==> src/hw/rtlc_map.svh <==
`ifndef RTLC_MAP_SVH
`define RTLC_MAP_SVH

// Default primary bus address and the highest address that may be set.
`define RTLC_ADDR_DEFAULT 5'h10
`define RTLC_ADDR_MAX     5'h1E

// Command byte encodings presented on the decoded command port.
`define RTLC_CMD_GTL 8'h01
`define RTLC_CMD_SDC 8'h04
`define RTLC_CMD_GET 8'h08
`define RTLC_CMD_LLO 8'h11
`define RTLC_CMD_DCL 8'h14
`define RTLC_CMD_SPE 8'h18
`define RTLC_CMD_SPD 8'h19
`define RTLC_CMD_UNL 8'h3F
`define RTLC_CMD_UNT 8'h5F

// Address group bases: listen addresses start at 0x20, talk at 0x40.
`define RTLC_LAG_BASE 3'h1
`define RTLC_TAG_BASE 3'h2

// Key mask bit positions.
`define RTLC_KEY_LOCAL 0
`define RTLC_KEY_OUTOFF 1
`define RTLC_KEY_FRONT_TRIGGER 2
`define RTLC_KEY_W 8

`endif

==> src/hw/rtlc_pkg.sv <==
package rtlc_pkg;

  typedef enum logic [1:0]
  {
    RTLC_LOCS,
    RTLC_REMS,
    RTLC_RWLS,
    RTLC_LWLS
  } rtlc_rl_type;

  // Bus-side interface clear and remote enable levels, a one-cycle command strobe, plus the command byte.
  typedef struct packed {
    logic       ifc;
    logic       ren;
    logic       cmd_valid;
    logic [7:0] cmd;
  } rtlc_bus_type;

  // Requests to the message layer, each a one-cycle pulse.
  typedef struct packed {
    logic dev_clear;
    logic trigger;
    logic status_read;
  } rtlc_act_type;

endpackage

==> src/hw/rtlc_ctrl.sv <==
// Overview of operation
// Remote is entered only on own listen address while remote enable holds.
// Interface clear forces local, talker idle and listener idle.
// Interface clear touches no settings, data or event registers.
// Controller holds interface clear at least 100 us.
// Lockout disables all keys but output-off; local key is ignored.
// Go-to-local or power-up reset cancels lockout.
// Go-to-local in remote returns to local and enables keys.
// Device clear empties buffers, cancels deferred and blocking commands.
// Device clear keeps settings and stored data.
// Universal clear always acts; selective clear only while addressed.
// Group trigger fires a trigger only when the source is bus.
// Serial poll returns the status byte at any time.
// Remote locks all keys but local; remote indicator equals remote.
// Manual trigger source keeps the trigger key live in remote.
// Own talk address enters talker active; talk indicator follows.
// Untalk, listen addressing or interface clear makes talker idle.
// Own listen address enters listener active; listen indicator follows.
// Unlisten, talk addressing or interface clear makes listener idle.
// Service request stays until the poll byte is read or causes clear.
// Local key cancels remote unless lockout is in effect.
// Addresses compare with a primary address 0 to 30, default 16.
// Remote enable going false returns to local and clears lockout.
`timescale 1ns/1ps
`default_nettype none
`include "rtlc_map.svh"

module rtlc_ctrl
  import rtlc_pkg::*;
(
  input  wire logic                   i_mclk,
  input  wire logic                   i_rstn,
  input  wire logic                   i_ce,
  input  wire rtlc_bus_type           i_bus,
  input  wire logic [4:0]             i_my_addr,
  input  wire logic                   i_trigger_src_bus,
  input  wire logic                   i_trigger_src_manual,
  input  wire logic [`RTLC_KEY_W-1:0] i_keys,
  input  wire logic                   i_srq_cause,
  input  wire logic [7:0]             i_status_byte,
  output rtlc_act_type                o_act,
  output logic [`RTLC_KEY_W-1:0]      o_keys,
  output logic                        o_remote_indicator,
  output logic                        o_lockout,
  output logic                        o_talk_indicator,
  output logic                        o_listen_indicator,
  output logic                        o_srq,
  output logic                        o_spoll_active,
  output logic [7:0]                  o_spoll_byte,
  output logic [4:0]                  o_addr_used
);

  rtlc_rl_type rl_state;
  rtlc_rl_type next_rl_state;
  logic        talk_act;
  logic        listen_act;
  logic        spoll_mode;
  logic        srq_held;
  logic        cause_q;
  logic [4:0]  addr;
  logic        cmd;
  logic        is_mla;
  logic        is_mta;
  logic        is_lag;
  logic        is_tag;
  logic        local_press;
  logic        is_remote;
  logic        is_lockout;

  // Out-of-range settings fall back to the default address.
  assign addr = (i_my_addr > `RTLC_ADDR_MAX) ? `RTLC_ADDR_DEFAULT
                                             : i_my_addr;
  assign cmd = i_ce & i_bus.cmd_valid;
  assign is_lag = cmd & (i_bus.cmd[7:5] == `RTLC_LAG_BASE)
                  & (i_bus.cmd != `RTLC_CMD_UNL);
  assign is_tag = cmd & (i_bus.cmd[7:5] == `RTLC_TAG_BASE)
                  & (i_bus.cmd != `RTLC_CMD_UNT);
  assign is_mla = is_lag & (i_bus.cmd[4:0] == addr);
  assign is_mta = is_tag & (i_bus.cmd[4:0] == addr);
  assign local_press = i_keys[`RTLC_KEY_LOCAL];
  assign is_remote = (rl_state == RTLC_REMS) || (rl_state == RTLC_RWLS);
  assign is_lockout = (rl_state == RTLC_RWLS) || (rl_state == RTLC_LWLS);

  always_comb
  begin
    next_rl_state = rl_state;
    if (!i_bus.ren)
      next_rl_state = RTLC_LOCS;
    else if (i_bus.ifc)
      next_rl_state = is_lockout ? RTLC_LWLS : RTLC_LOCS;
    else if (cmd && i_bus.cmd == `RTLC_CMD_GTL && listen_act)
      next_rl_state = RTLC_LOCS;
    else
    begin
      unique case (rl_state)
        RTLC_LOCS:
          if (is_mla)
            next_rl_state = RTLC_REMS;
          else if (cmd && i_bus.cmd == `RTLC_CMD_LLO)
            next_rl_state = RTLC_LWLS;
        RTLC_REMS:
          if (cmd && i_bus.cmd == `RTLC_CMD_LLO)
            next_rl_state = RTLC_RWLS;
          else if (i_ce && local_press)
            next_rl_state = RTLC_LOCS;
        RTLC_LWLS:
          if (is_mla)
            next_rl_state = RTLC_RWLS;
        RTLC_RWLS:
          next_rl_state = RTLC_RWLS;
      endcase
    end
  end

  always_ff @(posedge i_mclk)
  begin
    if (!i_rstn)
      rl_state <= RTLC_LOCS;
    else if (i_ce)
      rl_state <= next_rl_state;
  end

  // Talker and listener are mutually exclusive in this device.
  always_ff @(posedge i_mclk)
  begin
    if (!i_rstn)
    begin
      talk_act   <= 1'b0;
      listen_act <= 1'b0;
    end
    else if (i_ce)
    begin
      if (i_bus.ifc)
      begin
        talk_act   <= 1'b0;
        listen_act <= 1'b0;
      end
      else if (cmd)
      begin
        if (is_mta)
          talk_act <= 1'b1;
        else if (i_bus.cmd == `RTLC_CMD_UNT || is_mla)
          talk_act <= 1'b0;
        if (is_mla)
          listen_act <= 1'b1;
        else if (i_bus.cmd == `RTLC_CMD_UNL || is_mta)
          listen_act <= 1'b0;
      end
    end
  end

  // Serial poll mode and the held request; the status byte is registered every enabled cycle.
  always_ff @(posedge i_mclk)
  begin
    if (!i_rstn)
    begin
      spoll_mode   <= 1'b0;
      o_spoll_byte <= 8'h00;
      srq_held     <= 1'b0;
      cause_q      <= 1'b0;
    end
    else if (i_ce)
    begin
      // Interface clear ends a poll but keeps the held request and status.
      if (i_bus.ifc)
        spoll_mode <= 1'b0;
      else if (cmd && i_bus.cmd == `RTLC_CMD_SPE)
        spoll_mode <= 1'b1;
      else if (cmd && i_bus.cmd == `RTLC_CMD_SPD)
        spoll_mode <= 1'b0;
      // Bit 6 of the returned byte carries the held service request.
      o_spoll_byte <= i_status_byte | {1'b0, srq_held, 6'h00};
      cause_q      <= i_srq_cause;
      // Only a new cause raises the request, so a cause that is still
      // present after the poll read does not raise it again. A new cause
      // wins over the read that would clear the request.
      if (i_srq_cause && !cause_q)
        srq_held <= 1'b1;
      else if (!i_srq_cause)
        srq_held <= 1'b0;
      else if (spoll_mode && talk_act && cmd
               && i_bus.cmd == `RTLC_CMD_SPD)
        srq_held <= 1'b0;
    end
  end

  // Action pulses; settings and stored data are never touched here.
  always_ff @(posedge i_mclk)
  begin
    if (!i_rstn)
      o_act <= '0;
    else if (i_ce)
    begin
      o_act.dev_clear <= cmd && (i_bus.cmd == `RTLC_CMD_DCL
                         || (i_bus.cmd == `RTLC_CMD_SDC
                             && listen_act));
      o_act.trigger <= cmd && i_bus.cmd == `RTLC_CMD_GET && listen_act
                       && i_trigger_src_bus;
      o_act.status_read <= spoll_mode && talk_act && cmd
                           && i_bus.cmd == `RTLC_CMD_SPD;
    end
    else
      o_act <= '0;
  end

  // Key gating follows the remote and lockout states.
  always_comb
  begin
    o_keys = i_keys;
    if (is_remote)
    begin
      o_keys = '0;
      o_keys[`RTLC_KEY_LOCAL] = i_keys[`RTLC_KEY_LOCAL] & ~is_lockout;
      o_keys[`RTLC_KEY_FRONT_TRIGGER] = i_keys[`RTLC_KEY_FRONT_TRIGGER]
                                        & i_trigger_src_manual;
    end
    if (is_lockout)
    begin
      o_keys = '0;
      o_keys[`RTLC_KEY_OUTOFF] = i_keys[`RTLC_KEY_OUTOFF];
      if (is_remote)
        o_keys[`RTLC_KEY_FRONT_TRIGGER] = i_keys[`RTLC_KEY_FRONT_TRIGGER]
                                          & i_trigger_src_manual;
    end
  end

  assign o_remote_indicator = is_remote;
  assign o_lockout          = is_lockout;
  assign o_talk_indicator   = talk_act;
  assign o_listen_indicator = listen_act;
  assign o_srq              = srq_held;
  assign o_spoll_active     = spoll_mode;
  assign o_addr_used        = addr;
endmodule
`default_nettype wire

==> config.mk <==
export PLATFORM = sky130hd
export DESIGN_NAME = rtlc_ctrl
export DESIGN_NICKNAME = d
export VERILOG_FILES = /design/src/hw/rtlc_pkg.sv /design/src/hw/rtlc_ctrl.sv
export VERILOG_INCLUDE_DIRS = /design/src /design/src/hw
export SDC_FILE = /design/constraint.sdc
export NUM_CORES = 1
export LEC_CHECK = 0
export BUFFER_PORTS_ARGS = -buffer_cell sky130_fd_sc_hd__buf_2
export CORE_MARGIN = 3
export CORE_UTILIZATION = 49
export DETAILED_ROUTE_END_ITERATION = 8
export PLACE_DENSITY = 0.92
export RECOVER_POWER = 50
export SYNTH_ARGS = -nofsm -noshare
export SYNTH_HDL_FRONTEND = slang
export SYNTH_SLANG_ARGS = --single-unit
==> constraint.sdc <==
create_clock -name i_mclk -period 3 [get_ports i_mclk]
set_input_delay 0.3 -clock i_mclk [delete_from_list [all_inputs] [get_ports i_mclk]]
set_output_delay 0.3 -clock i_mclk [all_outputs]
set_load 0.1 [all_outputs]
== Word-level counts from Yosys, hierarchy flattened ==
Index checks and enable logic that the tools add are counted.

* Multiplexer cells: 28
* Equality and inequality tests: 21
* Reductions and logical operators: 32
* $lt $le $gt $ge: 1
* Bitwise gates (word level): 11

{| class="wikitable"
|+ Operators with widths
! cell !! number
|-
| $eq 8x5->1 const B || 4
|-
| $mux 2 || 9
|-
| $mux 8 || 2
|-
| $logic_and 1x1->1 || 15
|-
| $mux 1 || 15
|-
| $and 1x1->1 || 9
|-
| $reduce_bool 3->1 || 3
|-
| $eq 8x1->1 const B || 1
|-
| $eq 8x3->1 const B || 1
|-
| $eq 8x4->1 const B || 1
|-
| $eq 8x6->1 const B || 1
|-
| $eq 8x7->1 const B || 1
|-
| $ne 8x6->1 const B || 1
|-
| $ne 8x7->1 const B || 1
|-
| $or 8x7->8 || 1
|-
| $pmux 2 s4 || 1
|-
| $ne 6x3->1 const B || 1
|-
| $ne 6x6->1 const B || 1
|-
| $reduce_and 2->1 || 3
|-
| $reduce_and 3->1 || 2
|-
| $eq 5x5->1 || 1
|-
| $gt 5x5->1 const B || 1
|-
| $logic_or 1x1->1 || 5
|-
| $mux 5 || 1
|-
| 11 further kinds || 12
|}

* Output and inout port bits: 30
* Word-level logic and storage cells: 103
* Register bits after elaboration: 18

== Longest topological paths before layout ==
Gate-level depths: netlist of run 1.

* Word-level depth: 9
* Depth in mapped cells: 7
* Gate-level depth less buffers: 7

== Worst setup path after synthesis of run 1 ==
Ideal clock, no wire load.

* Path kind: reg2out
* From: reg rl_state[0]
* To: out o_keys[1]
* Setup slack: -0.778 ns
* Arrival time: 3.478 ns
* Data required time: 2.700 ns
* Stages on the path, launching flop included: 4
* Cells stage by stage: dfxtp_1 -> inv_1 -> ha_1 -> a21boi_0

* Cells in the longest elaborated chain, start to end: 4
* Elaborated cells on any way between the ends: 7
* Classes of those cells: 3 x eq/ne; 2 x mux; 2 x reduce/logical

{| class="wikitable"
|+ RTL lines
! what !! line !! RTL
|-
| from (decl) || rtlc_ctrl.sv:53 || <nowiki>rtlc_rl_type rl_state;</nowiki>
|-
| from (signal assigned) || rtlc_ctrl.sv:120 || <nowiki>rl_state <= next_rl_state;</nowiki>
|-
| $eq 2x1->1 / $eq 2x2->1 (equally long branches) || rtlc_ctrl.sv:81 || <nowiki>assign is_remote = (rl_state == RTLC_REMS) || (rl_state == RTLC_RWLS);</nowiki>
|-
| $logic_or 1x1->1 (*) || rtlc_ctrl.sv:81 ||
|-
| via o_remote_indicator || rtlc_ctrl.sv:43 || <nowiki>output logic o_remote_indicator,</nowiki>
|-
| $mux 8 (*) || rtlc_ctrl.sv:210 || <nowiki>if (is_remote)</nowiki>
|-
| $mux 8 (*) || rtlc_ctrl.sv:217 || <nowiki>if (is_lockout)</nowiki>
|-
| to (decl) || rtlc_ctrl.sv:42 || <nowiki>output logic [`RTLC_KEY_W-1:0] o_keys,</nowiki>
|}

Mark *: on every way through the listed nets, which the timed path passes. The rest lies on a longest branch.

== Final worst setup path of run 1 ==
* From: reg rl_state[0]
* To: out o_keys[2]

* Cells in the longest elaborated chain, start to end: 4
* Elaborated cells on any way between the ends: 8
* Classes of those cells: 3 x eq/ne; 3 x mux; 2 x reduce/logical

{| class="wikitable"
|+ RTL lines
! what !! line
|-
| $eq 2x1->1 / $eq 2x2->1 (equally long branches) || rtlc_ctrl.sv:81, rtlc_ctrl.sv:82
|-
| $logic_or 1x1->1 || rtlc_ctrl.sv:81
|-
| $mux 8 / $mux 1 (equally long branches) || rtlc_ctrl.sv:210, rtlc_ctrl.sv:221
|-
| $mux 8 (*) || rtlc_ctrl.sv:217
|}

Every way passes the cells marked *; elsewhere a longest branch is shown, timed or not.

==> results of run 1 <==
## layout make-up
class                           instances  area share
Tap cell                               30      0.0219
Clock buffer                            4      0.0212
Inverter                                6      0.0132
Multi-Input combinational cell        131       0.547
Sequential cell                        18       0.211
Timing Repair Buffer                   67       0.186
## report_power, final
group          internal [mW]  switching [mW]
Combinational         0.0756           0.273
Sequential             0.249         0.00685
Clock                 0.0740          0.0794
## worst reg2reg max path, cell delays in order (launching register included)
cell       delay, ns
dfxtp_1         0.41
inv_1           0.10
ha_1            0.20
nor2_1          0.11
inv_1           0.10
a311o_1         0.29
o2111ai_1       0.09
o211ai_1        0.10
## flip-flops by register name (all words and copies together) (netlist names)
signal and count:
o_spoll_byte 8, o_act 3, rl_state 2, cause_q 1
o_listen_indicator 1, o_spoll_active 1, o_srq 1, o_talk_indicator 1
## how the worst max path moves through the flow
stage	to	slack, ns	cells after the start
finish	o_keys[2]	0.63	8
CTS	o_keys[2]	0.63	8
global placement	o_keys[2]	1.03	8
global route	o_keys[2]	0.38	8
detailed placement	o_keys[2]	0.96	8
floorplan	o_keys[1]	-0.01	3
## stage by stage
step / utilization / worst slack [ns] / area, um^2 / setup TNS [ns] / std cells
after floorplan: - / -0.0117 / 1360 / -0.0117 / 163
after global placement: 0.665 / 1.03 / 1690 / 0 / 252
after detailed placement: 0.665 / 0.962 / 1690 / 0 / 252
after CTS: 0.679 / 0.629 / 1730 / 0 / 256
after global routing: 0.673 / 0.383 / 1710 / 0 / 256
final: 0.673 / 0.630 / 1710 / 0 / 256
## layout by cell type, fill, tap and decap left out, types with 3 or more instances in the layout
cell type / instances
buf_2: 54
nand2_1: 9
nor2b_1: 13
mux2i_1: 8
inv_1: 6
a21boi_0: 4
clkbuf_4: 3
nand4_1: 4
dfxtp_1: 18
nand3_1: 5
o211ai_1: 4
nor3_1: 5
nand3b_1: 3
and3_1: 3
ha_1: 5
a21oi_1: 5
o21ai_0: 4
o2111ai_1: 5
clkbuf_1: 13
nor2_1: 11
o21a_1: 3
and2_1: 7
## cell families (layout without fill, tap and decap cells)
family                     Yosys count  in the layout  synth area share
buffers and inverters               14             77            0.0470
adders and majority gates            5              5            0.0461
xor gates and xnor gates             3              3            0.0194
muxes                                8              8            0.0590
AOI/OAI and AO/OA                   42             42             0.243
DFF                                 18             18             0.265
and+or+nand+nor                     73             73             0.320
## per-layer routing
| metal | vias up | wire (um) | global-route usage |
|---|---|---|---|
| li1 | 734 | - | - |
| met4 | 0 | 15 | 0.0356 |
| met1 | 688 | 1570 | 0.277 |
| met3 | 4 | 277 | 0.0395 |
| met2 | 68 | 1810 | 0.375 |
| met5 | - | 0 | 0 |
==> results.toml, run 1 <==
[status]
status = "completed"

[yosys]
yosysTopAreaCell = "dfxtp_1"
synth_ff_type = "dfxtp_1"
ys_types = 51
syn-mean-instance-area_um2 = 8.33
synthCells = 163
synth_most_common_cell = "dfxtp_1"
async_flop_share = 0
ys_seq_area_frac = 0.265
netlist_area_mm2 = 0.00136
ys_top_cells_by_area = "dfxtp_1, nor2b_1, mux2i_1, ha_1, and2_1"
synth_seq_cells = 18
synth_top_area_share = 0.265
synth_common_cells = "dfxtp_1, nor2b_1, nor2_1"
yosysWarnings = 0
synth_edf_count = 0
synth.net_count = 206

[route]
ant_nets = 0
post_drt_wl_per_cell_um = 14.4
avgViaCountPerCell = 5.84
vias = 1494
drt-initial-drc-count = 82
dr.pass1.iters = 4
routed_wl_um = 3680
route.detailed.drc = 0

[placed_design]
dp.final_hpwl_um = 2840
portBuffers = 67
gp_congestion = 0.885

[layout]
syn2layout_area_growth_pct = 26.1
drive_gt1_frac = 0.283
n_fill_cell = 238
num_antenna_cells = 0
seq_area_um2 = 360
multiInputGateArea_um2 = 936
layout.nets = 270

[clock_tree]
cts_sinks = 18
cts_inserted_buffers = 3
clockRootBuffer = "clkbuf_4"
post_cts_buffers = 0
cts_tree = "built"
clkTransAtPathRegs_ns = 0.11
cts-resized-gates = 0
cts_hold_buf = 0
htreeDepth = 1
clk_latency_ns = 0.30
ctsLongestPathBuffers = 2

[sta]
skew_ns = 0.00397
finalMaxSlewViolations = 0
min_period_over_period = 0.790
worstMarginPinSlew_ns = 1.17
fin_hold_ws_ns = 0.219
finalCriticalPeriod_ns = 2.37
max-slew-margin-rel = 0.227
hold_viol_final = 0
fmax_mhz = 422
setup_viol = 0
grt_setup_unrepaired = "no"

[power]
p_per_area_mw_per_mm2 = 443
irDropWorstVdd_uv = 320
fin_total_pwr_mw = 0.758
p_leak_nw = 0.750

[critical_path]
slowest_stage = "buf_2"
critPathMaxStageDelay_ns = 0.42
reg2regPathDepth = 7
crit_required_ns = 2.70
cp_top_family = "buffers and inverters"
path_buf_inv = 3
critPathLaunch = "rl_state[0]"
cp.arrival_ns = 2.07
endpoint_kind = "output pin"
crit_type = "reg -> out"
path_cells = "inv_1 > ha_1 > nor2_1 > inv_1 > nor2_1 > a21oi_1 > nor2b_2 > buf_2"
start_kind = "flop"
critPathMaxFanout = 6
r2r-start = "rl_state[0]"
r2r-end = "rl_state[1]"
regToRegSetupSlack_ns = 1.48

[worst_hold_path]
hold_path_end = "o_act[1]"
hp-class = "in -> reg"
whs_path_depth = 3
holdCritStartpoint = "i_trigger_src_bus"

[job]
drv_cap = 0

[global_routing]
grt_pass1_vias = 1355
grt_pass1_wl_um = 5840
grt_usage = 0.214
grt_antenna_before_repair = 0
grt_max_degree = 23
overflow = 0

[floorplanning]
die_area_mm2 = 0.00344
core_area_mm2 = 0.00254
initial_core_util = 0.533
die_width_um = 58.6
rows = 18
dieHeight_um = 58.6
io_pins = 68
Note: power is estimated with default switching activity, not from simulation.
==> inputs of run 2 (changes only) <==
Settings changed: ABC_AREA set to 1, CORE_UTILIZATION 49 to 41, PLACE_DENSITY 0.92 to 0.83.
Clock period 3 ns to 1.9 ns, I/O delays scaled along.
==> results.toml, run 2 <==
[status]
status = "completed"

[critical_path]
regToRegSetupSlack_ns = 0.22
crit_type = "reg -> out"
start_kind = "flop"
crit_required_ns = 1.71
endpoint_kind = "output pin"
critPathMaxFanout = 9
cp.arrival_ns = 1.59

[power]
power.internal_mw = 0.684
clkPwrFrac = 0.169
pwr-share-comb = 0.528
sequentialPowerShare = 0.303
p_per_area_mw_per_mm2 = 720
switching_share = 0.491
power.switching_mw = 0.661
p_leak_nw = 0.953
irDropWorstVdd_uv = 532

[sta]
worstMarginPinSlew_ns = 1.16
finalMaxSlewViolations = 0
setup_slack_ns = 0.118
grt_setup_unrepaired = "no"
skew_ns = 0.00420
min_period_over_period = 0.938
fin_hold_ws_ns = 0.119
fmax_mhz = 561
setup_viol = 0
max-slew-margin-rel = 0.228
hold_viol_final = 0
finalCriticalPeriod_ns = 1.78

[layout]
largest_register_ffs = 8
reg.largest.list = "o_spoll_byte: 8 flops, o_act: 3 flops, rl_state: 2 flops"
top_register = "o_spoll_byte"
fin_util = 0.644
most-common-layout-cells = "buf_2, nand2_1, nor2_1"
syn2layout_area_growth_pct = 41.2
layout.nets = 325
num_antenna_cells = 0
drive_gt1_frac = 0.384
final_common_cell = "buf_2"

[clock_tree]
clk_latency_ns = 0.29
cts_sinks = 18
clkTransAtPathRegs_ns = 0.10
cts_inserted_buffers = 3
ctsLongestPathBuffers = 2
cts_hold_buf = 0
htreeDepth = 1
clockRootBuffer = "clkbuf_4"
cts_tree = "built"

[floorplanning]
die_area_mm2 = 0.00394
dieHeight_um = 62.8
io_pins = 68
core_area_mm2 = 0.00290
rows = 19
initial_core_util = 0.456
die_width_um = 62.8

[yosys]
async_flop_share = 0
synth_ff_type = "dfxtp_1"
ys_types = 28
ys_seq_area_frac = 0.272
synthCells = 211
ys_top_cells_by_area = "dfxtp_1, nand2_1, nor2_1, inv_1, nand4_1"
syn-mean-instance-area_um2 = 6.27
synth_most_common_cell = "nand2_1"
synth.net_count = 254
yosysTopAreaCell = "dfxtp_1"
yosysWarnings = 0
netlist_area_mm2 = 0.00132
synth_seq_cells = 18
synth_edf_count = 0
synth_common_cells = "nand2_1, nor2_1, inv_1"
synth_top_area_share = 0.272

[global_routing]
grt_max_degree = 13
grt_usage = 0.177
overflow = 0
grt_pass1_vias = 1434
grt_antenna_before_repair = 0
grt_pass1_wl_um = 5880

[placed_design]
portBuffers = 67
dp.final_hpwl_um = 2820
gp_congestion = 0.824
pre_cts_ws_ns = 0.287

[route]
avgViaCountPerCell = 4.77
post_drt_wl_per_cell_um = 10.9
vias = 1541
route.detailed.drc = 0
drt-initial-drc-count = 61
dr.pass1.iters = 4
ant_nets = 0
routed_wl_um = 3520

[job]
drv_cap = 0

[worst_hold_path]
hp-class = "in -> reg"
==> run 2: cell types whose count changed after synthesis, moves of 7 or more <==
cell | previous run | this run
and2_1 | 7 | 0
nor2b_1 | 14 | 0
nand4_1 | 4 | 12
o21ai_0 | 4 | 13
nor2_1 | 11 | 41
inv_1 | 6 | 22
nand2_1 | 9 | 43
mux2i_1 | 8 | 0
==> run 2: final timing paths <==
check                                 startpoint         endpoint  cells after the start
worst max register to register       rl_state[0]      rl_state[0]                      9
worst min-delay path            i_status_byte[7]  o_spoll_byte[7]                      3
worst max-delay path                 rl_state[1]        o_keys[2]                      5
worst min register to register           cause_q          cause_q                      2
==> run 2: power groups by stage <==
stage                     Sequential, mW  Combinational [mW]  Clock, mW
after global routing               0.411               0.752      0.258
after detailed placement           0.416               0.692          0
after floorplan                    0.509               0.464          0
final                              0.408               0.710      0.227
after global placement             0.415               0.687          0
after CTS                          0.408               0.707      0.238
==> run 2: repair_timing <==
| item | CTS | global route |
|---|---|---|
| pin swaps | 1 | 1 |
| endpoints found under the setup margin | 7 | 6 |
| gates resized for setup | 6 | 4 |
| hold endpoints to repair | 0 | 0 |
| buffers inserted | 1 | 1 |
==> run 2: final cells by class <==
| cell class | count | area [um^2] |
|---|---|---|
| Fill cell | 287 | 1030 |
| Multi-Input combinational cell | 159 | 897 |
| Timing Repair Buffer | 71 | 404 |
| Sequential cell | 18 | 363 |
| Inverter | 29 | 115 |
| Tap cell | 42 | 52.6 |
| Clock buffer | 4 | 36.3 |
==> run 2: per-stage QoR <==
step                      cell area (um^2)  total power, mW  setup TNS (ns)  std cells
after detailed placement              1810             1.11               0        317
final                                 1870             1.35               0        323
after global placement                1810             1.10               0        317
after CTS                             1870             1.35               0        322
after floorplan                       1420            0.973           -1.38        211
after global routing                  1870             1.42               0        323
==> run 2: worst max-delay path: stages (launching register included) <==
cell and delay, ns:
dfxtp_2 0.37, inv_1 0.11, ha_4 0.36, o21ai_1 0.12, a21oi_4 0.15, buf_12 0.19
==> run 2: routing by layer <==
layer | global-route usage | wire length, um | vias up
met1 | 0.230 | 1610 | 672
met5 | 0 | 0 | -
met3 | 0.0432 | 218 | 2
met4 | 0.0551 | 14 | 0
li1 | - | - | 822
met2 | 0.288 | 1680 | 45
==> run 2: logic make-up (layout without fill, tap and decap cells) <==
group                    after synthesis  in the layout  share of synthesized area
AO/OA/AOI/OAI                         29             29                      0.114
XOR/XNOR                               1              1                    0.00662
adder cells (fa/ha/maj)                5              5                     0.0473
buffers and inverters                 34            104                      0.106
flip-flops                            18             18                      0.272
AND/OR/NAND/NOR                      124            124                      0.453
==> inputs of run 3 (changes only) <==
Settings changed: CELL_PAD_IN_SITES_DETAIL_PLACEMENT set to 1, CELL_PAD_IN_SITES_GLOBAL_PLACEMENT set to 2, CORE_UTILIZATION 41 to 20.
==> results.toml, run 3 (same netlist as run 2, synthesis figures left out) <==
[power]
p_leak_nw = 0.945
fin_total_pwr_mw = 1.48
irDropWorstVdd_uv = 410
p_per_area_mw_per_mm2 = 750

[clock_tree]
cts_inserted_buffers = 3
ctsLongestPathBuffers = 2
clockRootBuffer = "clkbuf_8"
clkTransAtPathRegs_ns = 0.07
htreeDepth = 1
cts_tree = "built"
clk_latency_ns = 0.25
cts_sinks = 18

[critical_path]
crit_type = "reg -> out"
crit_required_ns = 1.71
critPathMaxFanout = 8
regToRegSetupSlack_ns = 0.29
reg2regPathDepth = 9
r2r-end = "rl_state[1]"
r2r-start = "rl_state[0]"
endpoint_kind = "output pin"
critPathLaunch = "rl_state[0]"
start_kind = "flop"
cp.arrival_ns = 1.60

[floorplanning]
initial_core_util = 0.214
io_pins = 68
dieHeight_um = 87.3
rows = 28
die_area_mm2 = 0.00762
core_area_mm2 = 0.00617
die_width_um = 87.3

[sta]
finalCriticalPeriod_ns = 1.79
setup_slack_ns = 0.114
grt_setup_unrepaired = "no"
skew_ns = 0.00481
finalMaxSlewViolations = 0
max-slew-margin-rel = 0.220
min_period_over_period = 0.940
setup_viol = 0
worstMarginPinSlew_ns = 1.17
fmax_mhz = 560
hold_viol_final = 0

[layout]
drive_gt1_frac = 0.354
final_common_cell = "buf_2"
n_fill_cell = 794
top_register = "o_spoll_byte"
multiInputGateArea_um2 = 897
seq_area_um2 = 364
num_antenna_cells = 0
reg.largest.list = "o_spoll_byte: 8 flops, o_act: 3 flops, rl_state: 2 flops"
layout.nets = 324
largest_register_ffs = 8
syn2layout_area_growth_pct = 48.7
most-common-layout-cells = "buf_2, nand2_1, nor2_1"

[route]
routed_wl_um = 4520
ant_nets = 0
route.detailed.drc = 0
vias = 1566
drt-initial-drc-count = 47
avgViaCountPerCell = 4.41
dr.pass1.iters = 4
post_drt_wl_per_cell_um = 12.7

[global_routing]
grt_antenna_before_repair = 0
grt_pass1_wl_um = 7360
grt_usage = 0.119
grt_pass1_vias = 1581
overflow = 0
grt_max_degree = 13

[placed_design]
portBuffers = 67
pre_cts_ws_ns = 0.258
dp.final_hpwl_um = 3840
gp_congestion = 0.782

[worst_hold_path]
hp-class = "in -> reg"
whs_path_depth = 3
hold_path_end = "o_spoll_byte[7]"
holdCritStartpoint = "i_status_byte[7]"

[status]
status = "completed"

[job]
drv_cap = 0
[run 3: where the power goes]
part	switching, mW	internal, mW
logic	0.555	0.200
clock network	0.128	0.184
registers	0.0122	0.396
total	0.695	0.780
[run 3: worst max-delay path by stage]
| stage | end | slack, ns | depth (start not counted) |
|---|---|---|---|
| 2_1_floorplan | o_keys[0] | -0.20 | 5 |
| 3_3_place_gp | o_keys[2] | 0.30 | 5 |
| 3_5_place_dp | o_keys[2] | 0.26 | 5 |
| 4_1_cts | o_keys[2] | 0.04 | 5 |
| 5_1_grt | o_keys[0] | 0.007 | 5 |
| 6_report | o_lockout | 0.11 | 4 |
[run 3: worst max-delay path, stage by stage, from the launching register on]
cell,delay [ns]
dfxtp_2,0.35
ha_1,0.24
nor2_4,0.24
clkinvlp_4,0.20
buf_2,0.33
[run 3: what timing repair did]
action	CTS	global route
hold buffers	0	0
endpoints found under the setup margin	2	1
buffers inserted	1	0
pin swaps	1	1
resized for setup	0	2
hold endpoints to repair	0	0
[run 3: final cells by class]
| class | count | area share |
|---|---|---|
| well taps | 75 | 0.0477 |
| repair buffers | 70 | 0.225 |
| inverters | 29 | 0.0585 |
| clock buffers | 4 | 0.0280 |
| flip-flops and latches | 18 | 0.185 |
| multi-input cells | 159 | 0.456 |
[run 3: through the flow]
stage | instances | cell area, um^2 | util | hold slack, ns | TNS, ns
2_1_floorplan | 211 | 1420 | - | 0.315 | -1.38
3_3_place_gp | 350 | 1920 | 0.312 | 0.402 | 0
3_5_place_dp | 350 | 1920 | 0.312 | 0.423 | 0
4_1_cts | 355 | 1990 | 0.322 | 0.154 | 0
5_1_grt | 355 | 1970 | 0.319 | 0.170 | 0
6_report | 355 | 1970 | 0.319 | 0.157 | 0
[run 3: routing by layer]
metal / track usage / wire (um)
met1: 0.158 / 2070
met2: 0.204 / 2170
met3: 0.0199 / 272
met4: 0.0167 / 15
met5: 0 / 0
